$ cat config.mk
export PLATFORM = sky130hd
export DESIGN_NAME = dafc_frame
export DESIGN_NICKNAME = d
export VERILOG_FILES = /design/src/rtl/dafc_pkg.sv /design/src/rtl/dafc_fifo.sv /design/src/rtl/dafc_frame.sv
export SDC_FILE = /design/constraint.sdc
export NUM_CORES = 1
export LEC_CHECK = 0
export ABC_AREA = 1
export ABC_CLOCK_PERIOD_IN_PS = 2630
export BUFFER_PORTS_ARGS = -buffer_cell sky130_fd_sc_hd__buf_4
export CELL_PAD_IN_SITES_DETAIL_PLACEMENT = 1
export CELL_PAD_IN_SITES_GLOBAL_PLACEMENT = 2
export CORE_MARGIN = 2
export CORE_UTILIZATION = 30
export DETAILED_ROUTE_END_ITERATION = 10
export HOLD_SLACK_MARGIN = 0.05
export PLACE_DENSITY_LB_ADDON = 0.08
export SETUP_SLACK_MARGIN = 0.3
export SLEW_MARGIN = 20
export SYNTH_ARGS = -nofsm -noshare
export SYNTH_HDL_FRONTEND = slang
export SYNTH_SLANG_ARGS = --single-unit
$ cat constraint.sdc
create_clock -name CLK -period 2.63 [get_ports CLK]
set_input_delay 0.263 -clock CLK [delete_from_list [all_inputs] [get_ports CLK]]
set_output_delay 0.263 -clock CLK [all_outputs]
set_load 0.005 [all_outputs]
$ cat src/rtl/dafc_pkg.sv
package dafc_pkg;
  // Frame layout and sizes; edge counts are in serial clock falling edges
  localparam int unsigned RES_BITS     = 12;
  localparam int unsigned FRAME_LEN    = 32;
  localparam int unsigned DATA_EDGES   = 14;
  localparam int unsigned PD_LO_EDGES  = 2;
  localparam int unsigned PD_HI_EDGES  = 10;
  localparam int unsigned EDGE_CNT_W   = 6;
  localparam int unsigned FIFO_DEPTH   = 8;
  localparam int unsigned SYNC_PINS    = 7;
  // Values after reset
  localparam logic [2:0]  ADDR_RST     = 3'h0;
  localparam logic        PIN_HIGH_RST = 1'h1;
  localparam logic [5:0]  EDGE_CNT_RST = 6'h00;

  typedef enum logic [1:0] {
    DAFC_NORMAL,
    DAFC_PARTIAL_PD,
    DAFC_FULL_PD
  } dafc_mode_type;
endpackage

$ cat src/rtl/dafc_fifo.sv
`timescale 1ns/1ns
module dafc_fifo #(
  parameter int unsigned WIDTH = 24,
  parameter int unsigned DEPTH = 8
) (
  input  wire logic             CLK,
  input  wire logic             RST_N,
  input  wire logic             in_valid,
  output logic                  in_ready,
  input  wire logic [WIDTH-1:0] in_data,
  output logic                  out_valid,
  input  wire logic             out_ready,
  output logic      [WIDTH-1:0] out_data
);
  localparam int unsigned AW = (DEPTH > 1) ? $clog2(DEPTH) : 1;

  // Depth must be a power of two for pointer wrap
  if (DEPTH < 2 || (DEPTH & (DEPTH - 1)) != 0 || WIDTH < 1) begin : g_bad
    $error("dafc_fifo: DEPTH must be a power of two >= 2");
  end

  logic [WIDTH-1:0] mem_q [DEPTH];
  logic [AW:0]      wr_q;
  logic [AW:0]      rd_q;
  logic             ready_q;
  wire              push  = in_valid && in_ready;
  wire              pop   = out_valid && out_ready;
  wire  [AW:0]      wr_nx = wr_q + {{AW{1'b0}}, push};
  wire  [AW:0]      rd_nx = rd_q + {{AW{1'b0}}, pop};

  // Ready registered ahead from next pointers; empty from extended pointers
  assign in_ready  = ready_q;
  assign out_valid = wr_q != rd_q;
  assign out_data  = mem_q[rd_q[AW-1:0]];

  // Pointer and ready update
  always_ff @(posedge CLK or negedge RST_N) begin
    if (!RST_N) begin
      wr_q    <= '0;
      rd_q    <= '0;
      ready_q <= 1'b1;
    end else begin
      wr_q    <= wr_nx;
      rd_q    <= rd_nx;
      ready_q <= (wr_nx - rd_nx) != DEPTH[AW:0];
    end
  end

  // Storage
  always_ff @(posedge CLK) begin
    if (push) mem_q[wr_q[AW-1:0]] <= in_data;
  end
endmodule

$ cat src/rtl/dafc_frame.sv
`timescale 1ns/1ns
// Summary of operation
// RL1 - Straight binary only single-ended/pseudo, single range
// RL2 - Config high: address 0-5 picks input vs ground
// RL3 - Config low: upper bits pair, bit0 pseudo
// RL4 - Chip select fall samples; clock edges time frame
// RL5 - Three power modes chosen by rise edge count
// RL6 - Host holds select low ten edges for power
// RL7 - Rise edges 10-13: stay powered, abort, release
// RL8 - Full result needs fourteen serial clock cycles
// RL9 - After fourteen keep driving until rise or 32
// RL10 - Two more cycles give two trailing zeros
// RL11 - Further cycles shift second result same line (code: line A only, line B shifts zeros)
// RL12 - Release line at 32nd edge or rise
// RL13 - Host may idle select low after 32
// RL14 - Host restarts only after release and quiet gap
// RL15 - Range pin low single, high double range
// RL16 - Host holds config until sampler tracks again
// RL17 - Rise edges 2-9 abort, partial power-down
// RL18 - Rise edges 2-9 from partial: full power-down
// RL19 - Capture address, config, range at select fall
module dafc_frame #(
  parameter int unsigned RES_W   = dafc_pkg::RES_BITS,
  parameter int unsigned FIFO_D  = dafc_pkg::FIFO_DEPTH
) (
  input  wire logic               CLK,
  input  wire logic               RST_N,
  input  wire logic               CS_N,
  input  wire logic               SCLK,
  input  wire logic               CHANNEL_ADDR_BIT0,
  input  wire logic               CHANNEL_ADDR_BIT1,
  input  wire logic               CHANNEL_ADDR_BIT2,
  input  wire logic               INPUT_CONFIG_SELECT,
  input  wire logic               RANGE_SELECT,
  input  wire logic               RESULT_VALID,
  output logic                    RESULT_READY,
  input  wire logic [RES_W-1:0]   RESULT_A,
  input  wire logic [RES_W-1:0]   RESULT_B,
  output logic                    RESULT_LINE_A,
  output logic                    RESULT_LINE_A_OE,
  output logic                    RESULT_LINE_B,
  output logic                    RESULT_LINE_B_OE,
  output logic                    SAMPLE_START,
  output logic                    CONV_ABORT,
  output logic [2:0]              POS_INPUT,
  output logic [2:0]              NEG_INPUT,
  output logic                    NEG_IS_GROUND,
  output logic                    FULLY_DIFF,
  output logic                    TWOS_COMPLEMENT,
  output logic [1:0]              POWER_MODE
);
  if (RES_W != dafc_pkg::RES_BITS || FIFO_D < 2) begin : g_bad
    $error("dafc_frame: frame layout needs 12-bit results and FIFO depth >= 2");
  end

  localparam int unsigned W  = dafc_pkg::FRAME_LEN;
  localparam int unsigned CW = dafc_pkg::EDGE_CNT_W;
  localparam logic [CW-1:0] N_LAST = CW'(dafc_pkg::FRAME_LEN);
  localparam logic [CW-1:0] N_DATA = CW'(dafc_pkg::DATA_EDGES);
  localparam logic [CW-1:0] N_LO   = CW'(dafc_pkg::PD_LO_EDGES);
  localparam logic [CW-1:0] N_HI   = CW'(dafc_pkg::PD_HI_EDGES);

  // Pin synchronisers: three stages, a change counts when 2 and 3 agree
  wire  [dafc_pkg::SYNC_PINS-1:0] pin_raw = {RANGE_SELECT, INPUT_CONFIG_SELECT,
    CHANNEL_ADDR_BIT2, CHANNEL_ADDR_BIT1, CHANNEL_ADDR_BIT0, SCLK, CS_N};
  logic [dafc_pkg::SYNC_PINS-1:0] pin_filt;

  for (genvar i = 0; i < dafc_pkg::SYNC_PINS; i++) begin : g_sync
    logic s1_q;
    logic s2_q;
    logic s3_q;
    logic f_q;
    always_ff @(posedge CLK or negedge RST_N) begin
      if (!RST_N) begin
        s1_q <= dafc_pkg::PIN_HIGH_RST;
        s2_q <= dafc_pkg::PIN_HIGH_RST;
        s3_q <= dafc_pkg::PIN_HIGH_RST;
        f_q  <= dafc_pkg::PIN_HIGH_RST;
      end else begin
        s1_q <= pin_raw[i];
        s2_q <= s1_q;
        s3_q <= s2_q;
        if (s2_q == s3_q) f_q <= s3_q;
      end
    end
    assign pin_filt[i] = f_q;
  end

  // Edge detection on filtered chip select and serial clock
  logic cs_prev_q;
  logic sclk_prev_q;
  wire  cs_f      = pin_filt[0];
  wire  sclk_f    = pin_filt[1];
  wire  [2:0] addr_f = pin_filt[4:2];
  wire  cfg_f     = pin_filt[5];
  wire  range_f   = pin_filt[6];
  wire  cs_fall   = cs_prev_q && !cs_f;
  wire  cs_rise   = !cs_prev_q && cs_f;
  wire  sclk_fall = sclk_prev_q && !sclk_f;

  always_ff @(posedge CLK or negedge RST_N) begin
    if (!RST_N) begin
      cs_prev_q   <= dafc_pkg::PIN_HIGH_RST;
      sclk_prev_q <= dafc_pkg::PIN_HIGH_RST;
    end else begin
      cs_prev_q   <= cs_f;
      sclk_prev_q <= sclk_f;
    end
  end

  // Result pairs queue up ahead of the frame
  logic               fifo_valid;
  logic [2*RES_W-1:0] fifo_data;
  logic               fifo_ready_in;

  dafc_fifo #(.WIDTH(2 * RES_W), .DEPTH(FIFO_D)) u_fifo (
    .CLK       (CLK),
    .RST_N     (RST_N),
    .in_valid  (RESULT_VALID),
    .in_ready  (fifo_ready_in),
    .in_data   ({RESULT_A, RESULT_B}),
    .out_valid (fifo_valid),
    .out_ready (cs_fall),
    .out_data  (fifo_data)
  );
  assign RESULT_READY = fifo_ready_in;

  // Decode of live pins, used at the select fall
  wire          sgl_in    = cfg_f;
  wire          pseudo_in = !cfg_f && addr_f[0];
  wire          twos_in   = !((sgl_in || pseudo_in) && !range_f);             // [RL1] [RL15]
  wire [2:0]    pos_in    = sgl_in ? addr_f : {addr_f[2:1], 1'b0};          // [RL2] [RL3]
  wire [2:0]    neg_in    = sgl_in ? 3'h0 : {addr_f[2:1], 1'b1};            // [RL3]
  wire [RES_W-1:0] code_a = twos_in ? {~fifo_data[2*RES_W-1], fifo_data[2*RES_W-2:RES_W]}
                                    : fifo_data[2*RES_W-1:RES_W];
  wire [RES_W-1:0] code_b = twos_in ? {~fifo_data[RES_W-1], fifo_data[RES_W-2:0]}
                                    : fifo_data[RES_W-1:0];
  wire [RES_W-1:0] pick_a = fifo_valid ? code_a : '0;
  wire [RES_W-1:0] pick_b = fifo_valid ? code_b : '0;
  // Two leads, data, two trailing zeros, then the other converter on line A, zeros on line B
  wire [W-1:0]  load_a = {2'b00, pick_a, 2'b00, 2'b00, pick_b, 2'b00};      // [RL10] [RL11]
  wire [W-1:0]  load_b = {2'b00, pick_b, 2'b00, 16'h0000};

  // Captured configuration for the whole frame
  logic [2:0] pos_q;
  logic [2:0] neg_q;
  logic       gnd_q;
  logic       fdiff_q;
  logic       twos_q;

  always_ff @(posedge CLK or negedge RST_N) begin
    if (!RST_N) begin
      pos_q   <= dafc_pkg::ADDR_RST;
      neg_q   <= dafc_pkg::ADDR_RST;
      gnd_q   <= dafc_pkg::PIN_HIGH_RST;
      fdiff_q <= 1'b0;
      twos_q  <= 1'b0;
    end else if (cs_fall) begin                                               // [RL19]
      pos_q   <= pos_in;
      neg_q   <= neg_in;
      gnd_q   <= sgl_in;
      fdiff_q <= !sgl_in && !addr_f[0];
      twos_q  <= twos_in;
    end
  end

  // Falling edge counter and line shifters
  logic [CW-1:0] edges_q;
  logic          active_q;
  logic          oe_q;
  logic [W-1:0]  sh_a_q;
  logic [W-1:0]  sh_b_q;
  wire  [CW-1:0] edges_nx = edges_q + 1'b1;
  wire           last_edge = active_q && sclk_fall && edges_nx == N_LAST;

  always_ff @(posedge CLK or negedge RST_N) begin
    if (!RST_N) begin
      edges_q  <= dafc_pkg::EDGE_CNT_RST;
      active_q <= 1'b0;
      oe_q     <= 1'b0;
      sh_a_q   <= '0;
      sh_b_q   <= '0;
    end else if (cs_fall) begin                                               // [RL4]
      edges_q  <= dafc_pkg::EDGE_CNT_RST;
      active_q <= 1'b1;
      oe_q     <= 1'b1;
      sh_a_q   <= load_a;
      sh_b_q   <= load_b;
    end else if (cs_rise) begin                                               // [RL7] [RL12]
      active_q <= 1'b0;
      oe_q     <= 1'b0;
    end else if (active_q && sclk_fall) begin
      if (edges_q != N_LAST) edges_q <= edges_nx;
      sh_a_q <= {sh_a_q[W-2:0], 1'b0};
      sh_b_q <= {sh_b_q[W-2:0], 1'b0};
      if (last_edge) oe_q <= 1'b0;                                            // [RL9] [RL12]
    end
  end

  // Power mode and abort pulse at the select rise, sample pulse at the select fall
  dafc_pkg::dafc_mode_type mode_q;
  dafc_pkg::dafc_mode_type mode_d;
  logic start_q;
  logic abort_q;
  wire  in_pd_window = edges_q >= N_LO && edges_q < N_HI;
  wire  abort_now    = cs_rise && active_q && edges_q >= N_LO && edges_q < N_DATA;

  always_comb begin
    mode_d = mode_q;
    if (cs_rise && active_q) begin                                            // [RL5]
      if (edges_q >= N_HI) begin
        mode_d = dafc_pkg::DAFC_NORMAL;                                       // [RL6]
      end else if (in_pd_window) begin
        unique case (mode_q)
          dafc_pkg::DAFC_NORMAL:     mode_d = dafc_pkg::DAFC_PARTIAL_PD;      // [RL17]
          dafc_pkg::DAFC_PARTIAL_PD: mode_d = dafc_pkg::DAFC_FULL_PD;         // [RL18]
          dafc_pkg::DAFC_FULL_PD:    mode_d = dafc_pkg::DAFC_FULL_PD;
          default:                   mode_d = dafc_pkg::DAFC_NORMAL;
        endcase
      end
    end
  end

  always_ff @(posedge CLK or negedge RST_N) begin
    if (!RST_N) begin
      mode_q  <= dafc_pkg::DAFC_NORMAL;
      start_q <= 1'b0;
      abort_q <= 1'b0;
    end else begin
      mode_q  <= mode_d;
      start_q <= cs_fall;
      abort_q <= abort_now;                                                   // [RL7] [RL8]
    end
  end

  // Ports straight from flip-flops
  assign RESULT_LINE_A    = sh_a_q[W-1];
  assign RESULT_LINE_B    = sh_b_q[W-1];
  assign RESULT_LINE_A_OE = oe_q;
  assign RESULT_LINE_B_OE = oe_q;
  assign SAMPLE_START     = start_q;
  assign CONV_ABORT       = abort_q;
  assign POS_INPUT        = pos_q;
  assign NEG_INPUT        = neg_q;
  assign NEG_IS_GROUND    = gnd_q;
  assign FULLY_DIFF       = fdiff_q;
  assign TWOS_COMPLEMENT  = twos_q;
  assign POWER_MODE       = mode_q;
endmodule

* Word-level counts from Yosys, hierarchy flattened
Memories as Yosys holds them, arrays and structs flattened.
Cells that the tools add are included.
** Operators by class
- Add/sub/neg operators :: 4
- $lt $le $gt $ge :: 4
- Equality and inequality tests :: 14
- Muxes and demuxes :: 27
- Bitwise operators :: 2
- Reductions and logical operators :: 34
** Operator list (count)
- two-way mux 32 bit :: 6
- two-way mux 12 bit :: 4
- two-way mux 6 bit :: 4
- logical AND 1 bit :: 14
- less-than comparator 6 x 4 -> 1 bit, second input constant :: 2
- two-way mux 1 bit :: 9
- adder 4 x 1 -> 4 bit :: 2
- nonzero test 2 bit :: 4
- == test 1 bit :: 7
- zero test 1 bit :: 7
- adder 6 x 1 -> 6 bit, second input constant :: 1
- == test 6 bit, second input constant :: 1
- greater-or-equal comparator 6 x 2 -> 1 bit, second input constant :: 1
- greater-or-equal comparator 6 x 4 -> 1 bit, second input constant :: 1
- != test 6 bit, second input constant :: 1
- AND reduction 2 bit :: 3
- nonzero test 3 bit :: 2
- two-way mux 2 bit :: 2
- != test 4 bit :: 1
- != test 4 bit, second input constant :: 1
- case mux 2 bit (2 select lines) :: 1
- subtractor 4 bit :: 1
- two-way mux 3 bit :: 1
- AND reduction 3 bit :: 1
- other kinds (7) :: 8
** Word-level totals
- Register bits after elaboration :: 124
- Memory bits (writable) :: 192
- Bits of input ports :: 34
- Logic and storage cells :: 132
- Memories kept :: 1
** Memories
- u_fifo.mem_q :: words 8, bits a word 24, rd ports 1, clocked after Yosys merged registers in 0, wr ports 1, RTL line dafc_fifo.sv:22 : logic [WIDTH-1:0] mem_q [DEPTH];

* Logic depth before layout (Yosys ltp)
- Depth in word-level cells :: 8
- Mapped depth :: 17

* Modules after synthesis
A second synthesis with hierarchy kept.
** Second synthesis, totals
- Cells, all modules :: 1007
- Area total of the unflattened synthesis :: 11629.9 µm²
** Modules (own cells, without submodules)
- dafc_fifo :: instances 1, cells each 679, area an instance 8184.1 µm², sequential area each 5992.0 µm²
- dafc_frame :: instances 1, cells each 328, area an instance 3445.8 µm², sequential area each 2065.7 µm²

* Worst setup path after synthesis
No wires, ideal clock.
- Path type :: reg-to-reg
- Start point :: reg g_sync[0].f_q (netlist: cs_f)
- End point :: reg u_fifo.ready_q (netlist: u_fifo.in_ready)
- Arrival :: 2.303 ns
- Data required time :: 2.566 ns
- Path slack :: 0.264 ns
- Cell stages (with the launch flop) :: 14
- Path buffers :: 0
- Path through :: dfstp_2 > inv_1 > ha_1 > nand2_2 > inv_2 > ha_1 > ha_1 > inv_1 > ha_1 > inv_1 > o21bai_1 > a21oi_1 > nand3b_1 > nand3_1
** On the way
- Longest elaborated chain between the ends :: 6
** Ends and longest elaborated chain
- from (decl) :: RTL line dafc_frame.sv:72 : logic f_q;
- from (signal assigned) :: RTL line dafc_frame.sv:78 : f_q <= dafc_pkg::PIN_HIGH_RST;
- from (signal assigned) :: RTL line dafc_frame.sv:83 : if (s2_q == s3_q) f_q <= s3_q;
- zero test 1 bit :: RTL line dafc_frame.sv:97 : wire cs_fall = cs_prev_q && !cs_f;
- logical AND 1 bit :: RTL line dafc_frame.sv:97
- named net cs_fall :: RTL line dafc_frame.sv:97
- logical AND 1 bit :: RTL line dafc_fifo.sv:27 : wire pop = out_valid && out_ready;
- adder 4 x 1 -> 4 bit :: RTL line dafc_fifo.sv:29 : wire [AW:0] rd_nx = rd_q + {{AW{1'b0}}, pop};
- named net u_fifo.rd_nx[1] :: RTL line dafc_fifo.sv:29
- subtractor 4 bit :: RTL line dafc_fifo.sv:45 : ready_q <= (wr_nx - rd_nx) != DEPTH[AW:0];
- != test 4 bit :: RTL line dafc_fifo.sv:45
- to (signal assigned) :: RTL line dafc_fifo.sv:45
- to (decl) :: RTL line dafc_fifo.sv:25 : logic ready_q;
The timed path passes the listed nets, and every way through them passes these cells.
A chain may end at the register's enable or synchronous reset.

* Worst setup path after layout
- Start point :: reg u_fifo.rd_q[0]
- End point :: reg u_fifo.ready_q (netlist: u_fifo.in_ready)
** On the way
- Longest elaborated chain between the ends :: 5
** Ends and longest elaborated chain
- from (decl) :: RTL line dafc_fifo.sv:24 : logic [AW:0] rd_q;
- from (signal assigned) :: RTL line dafc_fifo.sv:44 : rd_q <= rd_nx;
- != test 4 bit :: RTL line dafc_fifo.sv:33 : assign out_valid = wr_q != rd_q;
- logical AND 1 bit :: RTL line dafc_fifo.sv:27
- adder 4 x 1 -> 4 bit (*) :: RTL line dafc_fifo.sv:29
- named net u_fifo.rd_nx[1] :: RTL line dafc_fifo.sv:29
- subtractor 4 bit (*) :: RTL line dafc_fifo.sv:45
- != test 4 bit (*) :: RTL line dafc_fifo.sv:45
Mark *: on every way through the listed nets, which the timed path passes. The rest lies on a longest branch.

==> flow_summary.json <==
{
  "synth_seq_cells": 282,
  "synth_seq_area_share_pct": 68.7,
  "root_buffer": "sky130_fd_sc_hd__clkbuf_16",
  "min-delay-path-class": "primary input to register",
  "timing.critical_path.fanout_max": 3,
  "place_hpwl_um": 18100,
  "timing.critical_path.required_ns": 3.12,
  "num_vias": 7865,
  "slew_headroom_pct": 47.7,
  "rows": 72,
  "drt.antenna.violating_nets": 0,
  "floorplan.initialDensity_pct": 30.3,
  "io_buffers": 51,
  "synth-edff-count": 192,
  "critical_path.startpoint": "u_fifo.rd_q[0]",
  "worst-endpoint-arrival_ns": 2.71,
  "yosysUniqueCellTypes": 32,
  "critical_path_cell_count": 15,
  "dpl.cell_count": 1644,
  "ff2ff_path_depth": 15,
  "worstSetupEndpointType": "register",
  "most-common-layout-cells": "sky130_fd_sc_hd__nand2_1 (307), sky130_fd_sc_hd__edfxtp_1 (192), sky130_fd_sc_hd__nor2_1 (113)",
  "vdd.ir_drop.worst_v": 0.000500,
  "grt.overflow.total": 0,
  "grt_pass1_vias": 8267,
  "h_tree_levels": 2,
  "cpMaxStageDelayCell": "sky130_fd_sc_hd__dfrtp_4",
  "worstMarginPinSlew_ns": 0.784,
  "power_leakage_nw": 5.91,
  "hold_viol": 0,
  "place.gp.congestion": 0.710,
  "drive_above_1_share_pct": 17.0,
  "r2r-start": "u_fifo.rd_q[0]",
  "postSynth.topFlopCell": "sky130_fd_sc_hd__edfxtp_1",
  "setup-tns-final_ns": 0,
  "syn_inst": 1097,
  "vias_per_cell": 4.49,
  "nets": 1254,
  "synthArstFlopShare_pct": 31.9,
  "max_cap_violations": 0,
  "drv_slew": 0,
  "remaining_drc_errors": 0,
  "result_of_the_run": "finished, final reports clean",
  "antenna-diode-count": 0,
  "crit_family": "adder cells",
  "worst_skew_pair.late_latency_ns": 0.55,
  "synthesized_area_divided_by_synthesized_cell_count_sq_um": 10.7,
  "final.fill_count": 4229,
  "area.growth.synth_to_final_pct": 22.9,
  "io_pins": 52,
  "setup.reg_to_reg.worst_slack_ns": 0.41,
  "final_period_minus_worst_setup_slack_ns": 2.22,
  "summed_instance_area_of_the_synthesized_netlist_sq_um": 11700,
  "die_area_sq_um": 40700,
  "finalSetupViolations": 0,
  "cts-root-to-sink-buffers": 3,
  "path_cells": "nand2_2, nand2_2, nor2_2, nand2_1, nand2_2, inv_2, ha_4, ha_4, inv_4, ha_4, inv_2, o21bai_4, a21oi_2, nand3b_1, nand3_1",
  "die_x_um": 202,
  "grt_first_pass_wirelength_um": 50200,
  "maximum_number_of_pins_on_one_net_before_global_route_repair": 97,
  "rsz_0062_raised_after_global_routing": "yes",
  "ys_warn_count": 0,
  "initialDrtViolationCount": 305,
  "worstPathBufferInverterCount": 3,
  "final_cell_count_no_fill": 1750,
  "die_h_um": 202,
  "layout_commonest_cell": "sky130_fd_sc_hd__nand2_1",
  "synth_fp_nets": 1146,
  "cts_inserted_buffers": 35,
  "endpoint": "u_fifo.in_ready",
  "drtPass1Iterations": 4,
  "r2r-end": "u_fifo.in_ready",
  "max_freq_mhz": 451,
  "wl_per_cell_um": 18.5,
  "cts_tree": "built",
  "crit_type": "register to register",
  "timing.critical_path.from_type": "register",
  "cts.clk_slew.worst_paths_ns": 0.06,
  "grt_usage_pct": 16.5,
  "cellPowerDensity_nw_per_um2": 1090,
  "clock_sinks": 282,
  "routed_wl_um": 32300,
  "critical-path-max-stage-delay_ns": 0.51,
  "clock-skew-final_ns": 0.0250,
  "min_period_over_period_pct": 84.2,
  "placeableCoreArea_sq_um": 38600,
  "antenna_found_initial": 0
}
## state kept, by name (all words and copies together), names as in the netlist, 2 cells and up
signal / count
g_sync.s2_q: 7
u_fifo.wr_q: 4
NEG_INPUT: 3
u_fifo.mem_q: 192
g_sync.s1_q: 7
POS_INPUT: 3
g_sync.s3_q: 7
edges_q: 6
g_sync.f_q: 5
sh_a_q: 30
POWER_MODE: 2
u_fifo.rd_q: 4
## cells by family after synthesis
kind of cell / share of synthesized area, %
simple gates: 16.9
flops: 68.7
fa+ha+maj: 2.20
xor+xnor: 0.448
compound gates: 5.86
buf+inv: 5.90
## metal layers
metal	vias to the layer above	part of all wire (%)	GRT usage, %
met5	-	0	0
met4	0	1.9	4.41
met3	45	3.1	3.14
met2	80	48	27.9
met1	3912	47	21.6
li1	3828	-	-
## stage by stage
step	cell area (sq um)	hold slack, ns	power, W	util, %	worst slack (ns)
3_5_place_dp	12800	0.348	0.0110	33.2	0.151
6_report	14400	0.132	0.0157	37.3	0.415
4_1_cts	14300	0.121	0.0158	37.1	0.312
2_1_floorplan	11700	-0.0326	0.00915	-	0.301
5_1_grt	14400	0.154	0.0169	37.3	0.265
3_3_place_gp	12800	0.346	0.0110	33.2	0.230
## synthesized netlist by cell type (all sizes together) (10+ instances only)
cell type  number  area, sq um
dfrtp          58         1450
nand3          58          290
ha             15          188
edfxtp        192         5770
nor2          125          479
nand2         311         1170
dfstp          32          841
o22ai          10         62.6
a21oi          24          124
buf            35          238
o21ai          91          455
clkbuf         15         56.3
inv           104          393
## final cells by class
class,instances,area (sq um),area share [%]
flip-flops and latches,282,8060,55.9
repair buffers,121,1090,7.55
well taps,518,648,4.50
inverters,105,400,2.78
clock buffers,52,1010,7.00
clock inverters,12,75.1,0.521
multi-input cells,660,3130,21.7
## worst min-delay path by stage
stage              startpoint        endpoint  cells past startpoint
2_1_floorplan           RST_N      CONV_ABORT                      0
3_3_place_gp   g_sync[1].s1_q  g_sync[1].s2_q                      0
3_5_place_dp   g_sync[4].s1_q  g_sync[4].s2_q                      0
4_1_cts          RESULT_VALID  u_fifo.wr_q[0]                      4
5_1_grt          RESULT_VALID  u_fifo.wr_q[0]                      4
6_report         RESULT_VALID  u_fifo.wr_q[0]                      4
## power breakdown
group	leakage, nW	internal (W)	switching, W
sequential	2.76	0.00562	0.000370
combinational	2.61	0.00175	0.00344
clock	0.533	0.00267	0.00189
total	5.91	0.0100	0.00570
## what timing repair did
action                                  CTS  global route
hold endpoints to repair                246             0
setup buffers                             5             5
gates resized for setup                   4            16
cloned                                    0             0
hold buffers                             32             0
pin swaps                                 8            14
endpoints found under the setup margin    1             1
## worst reg2reg max path, stage by stage (launching register included)
cell and delay [ns]:
sky130_fd_sc_hd__dfrtp_4 0.51, sky130_fd_sc_hd__nand2_2 0.07, sky130_fd_sc_hd__nand2_2 0.05, sky130_fd_sc_hd__nor2_2 0.08, sky130_fd_sc_hd__nand2_1 0.07, sky130_fd_sc_hd__nand2_2 0.08
sky130_fd_sc_hd__inv_2 0.06, sky130_fd_sc_hd__ha_4 0.16, sky130_fd_sc_hd__ha_4 0.28, sky130_fd_sc_hd__inv_4 0.04, sky130_fd_sc_hd__ha_4 0.25, sky130_fd_sc_hd__inv_2 0.04
sky130_fd_sc_hd__o21bai_4 0.15, sky130_fd_sc_hd__a21oi_2 0.07, sky130_fd_sc_hd__nand3b_1 0.16, sky130_fd_sc_hd__nand3_1 0.09
No activity file was read; power rests on OpenSTA's default activity.
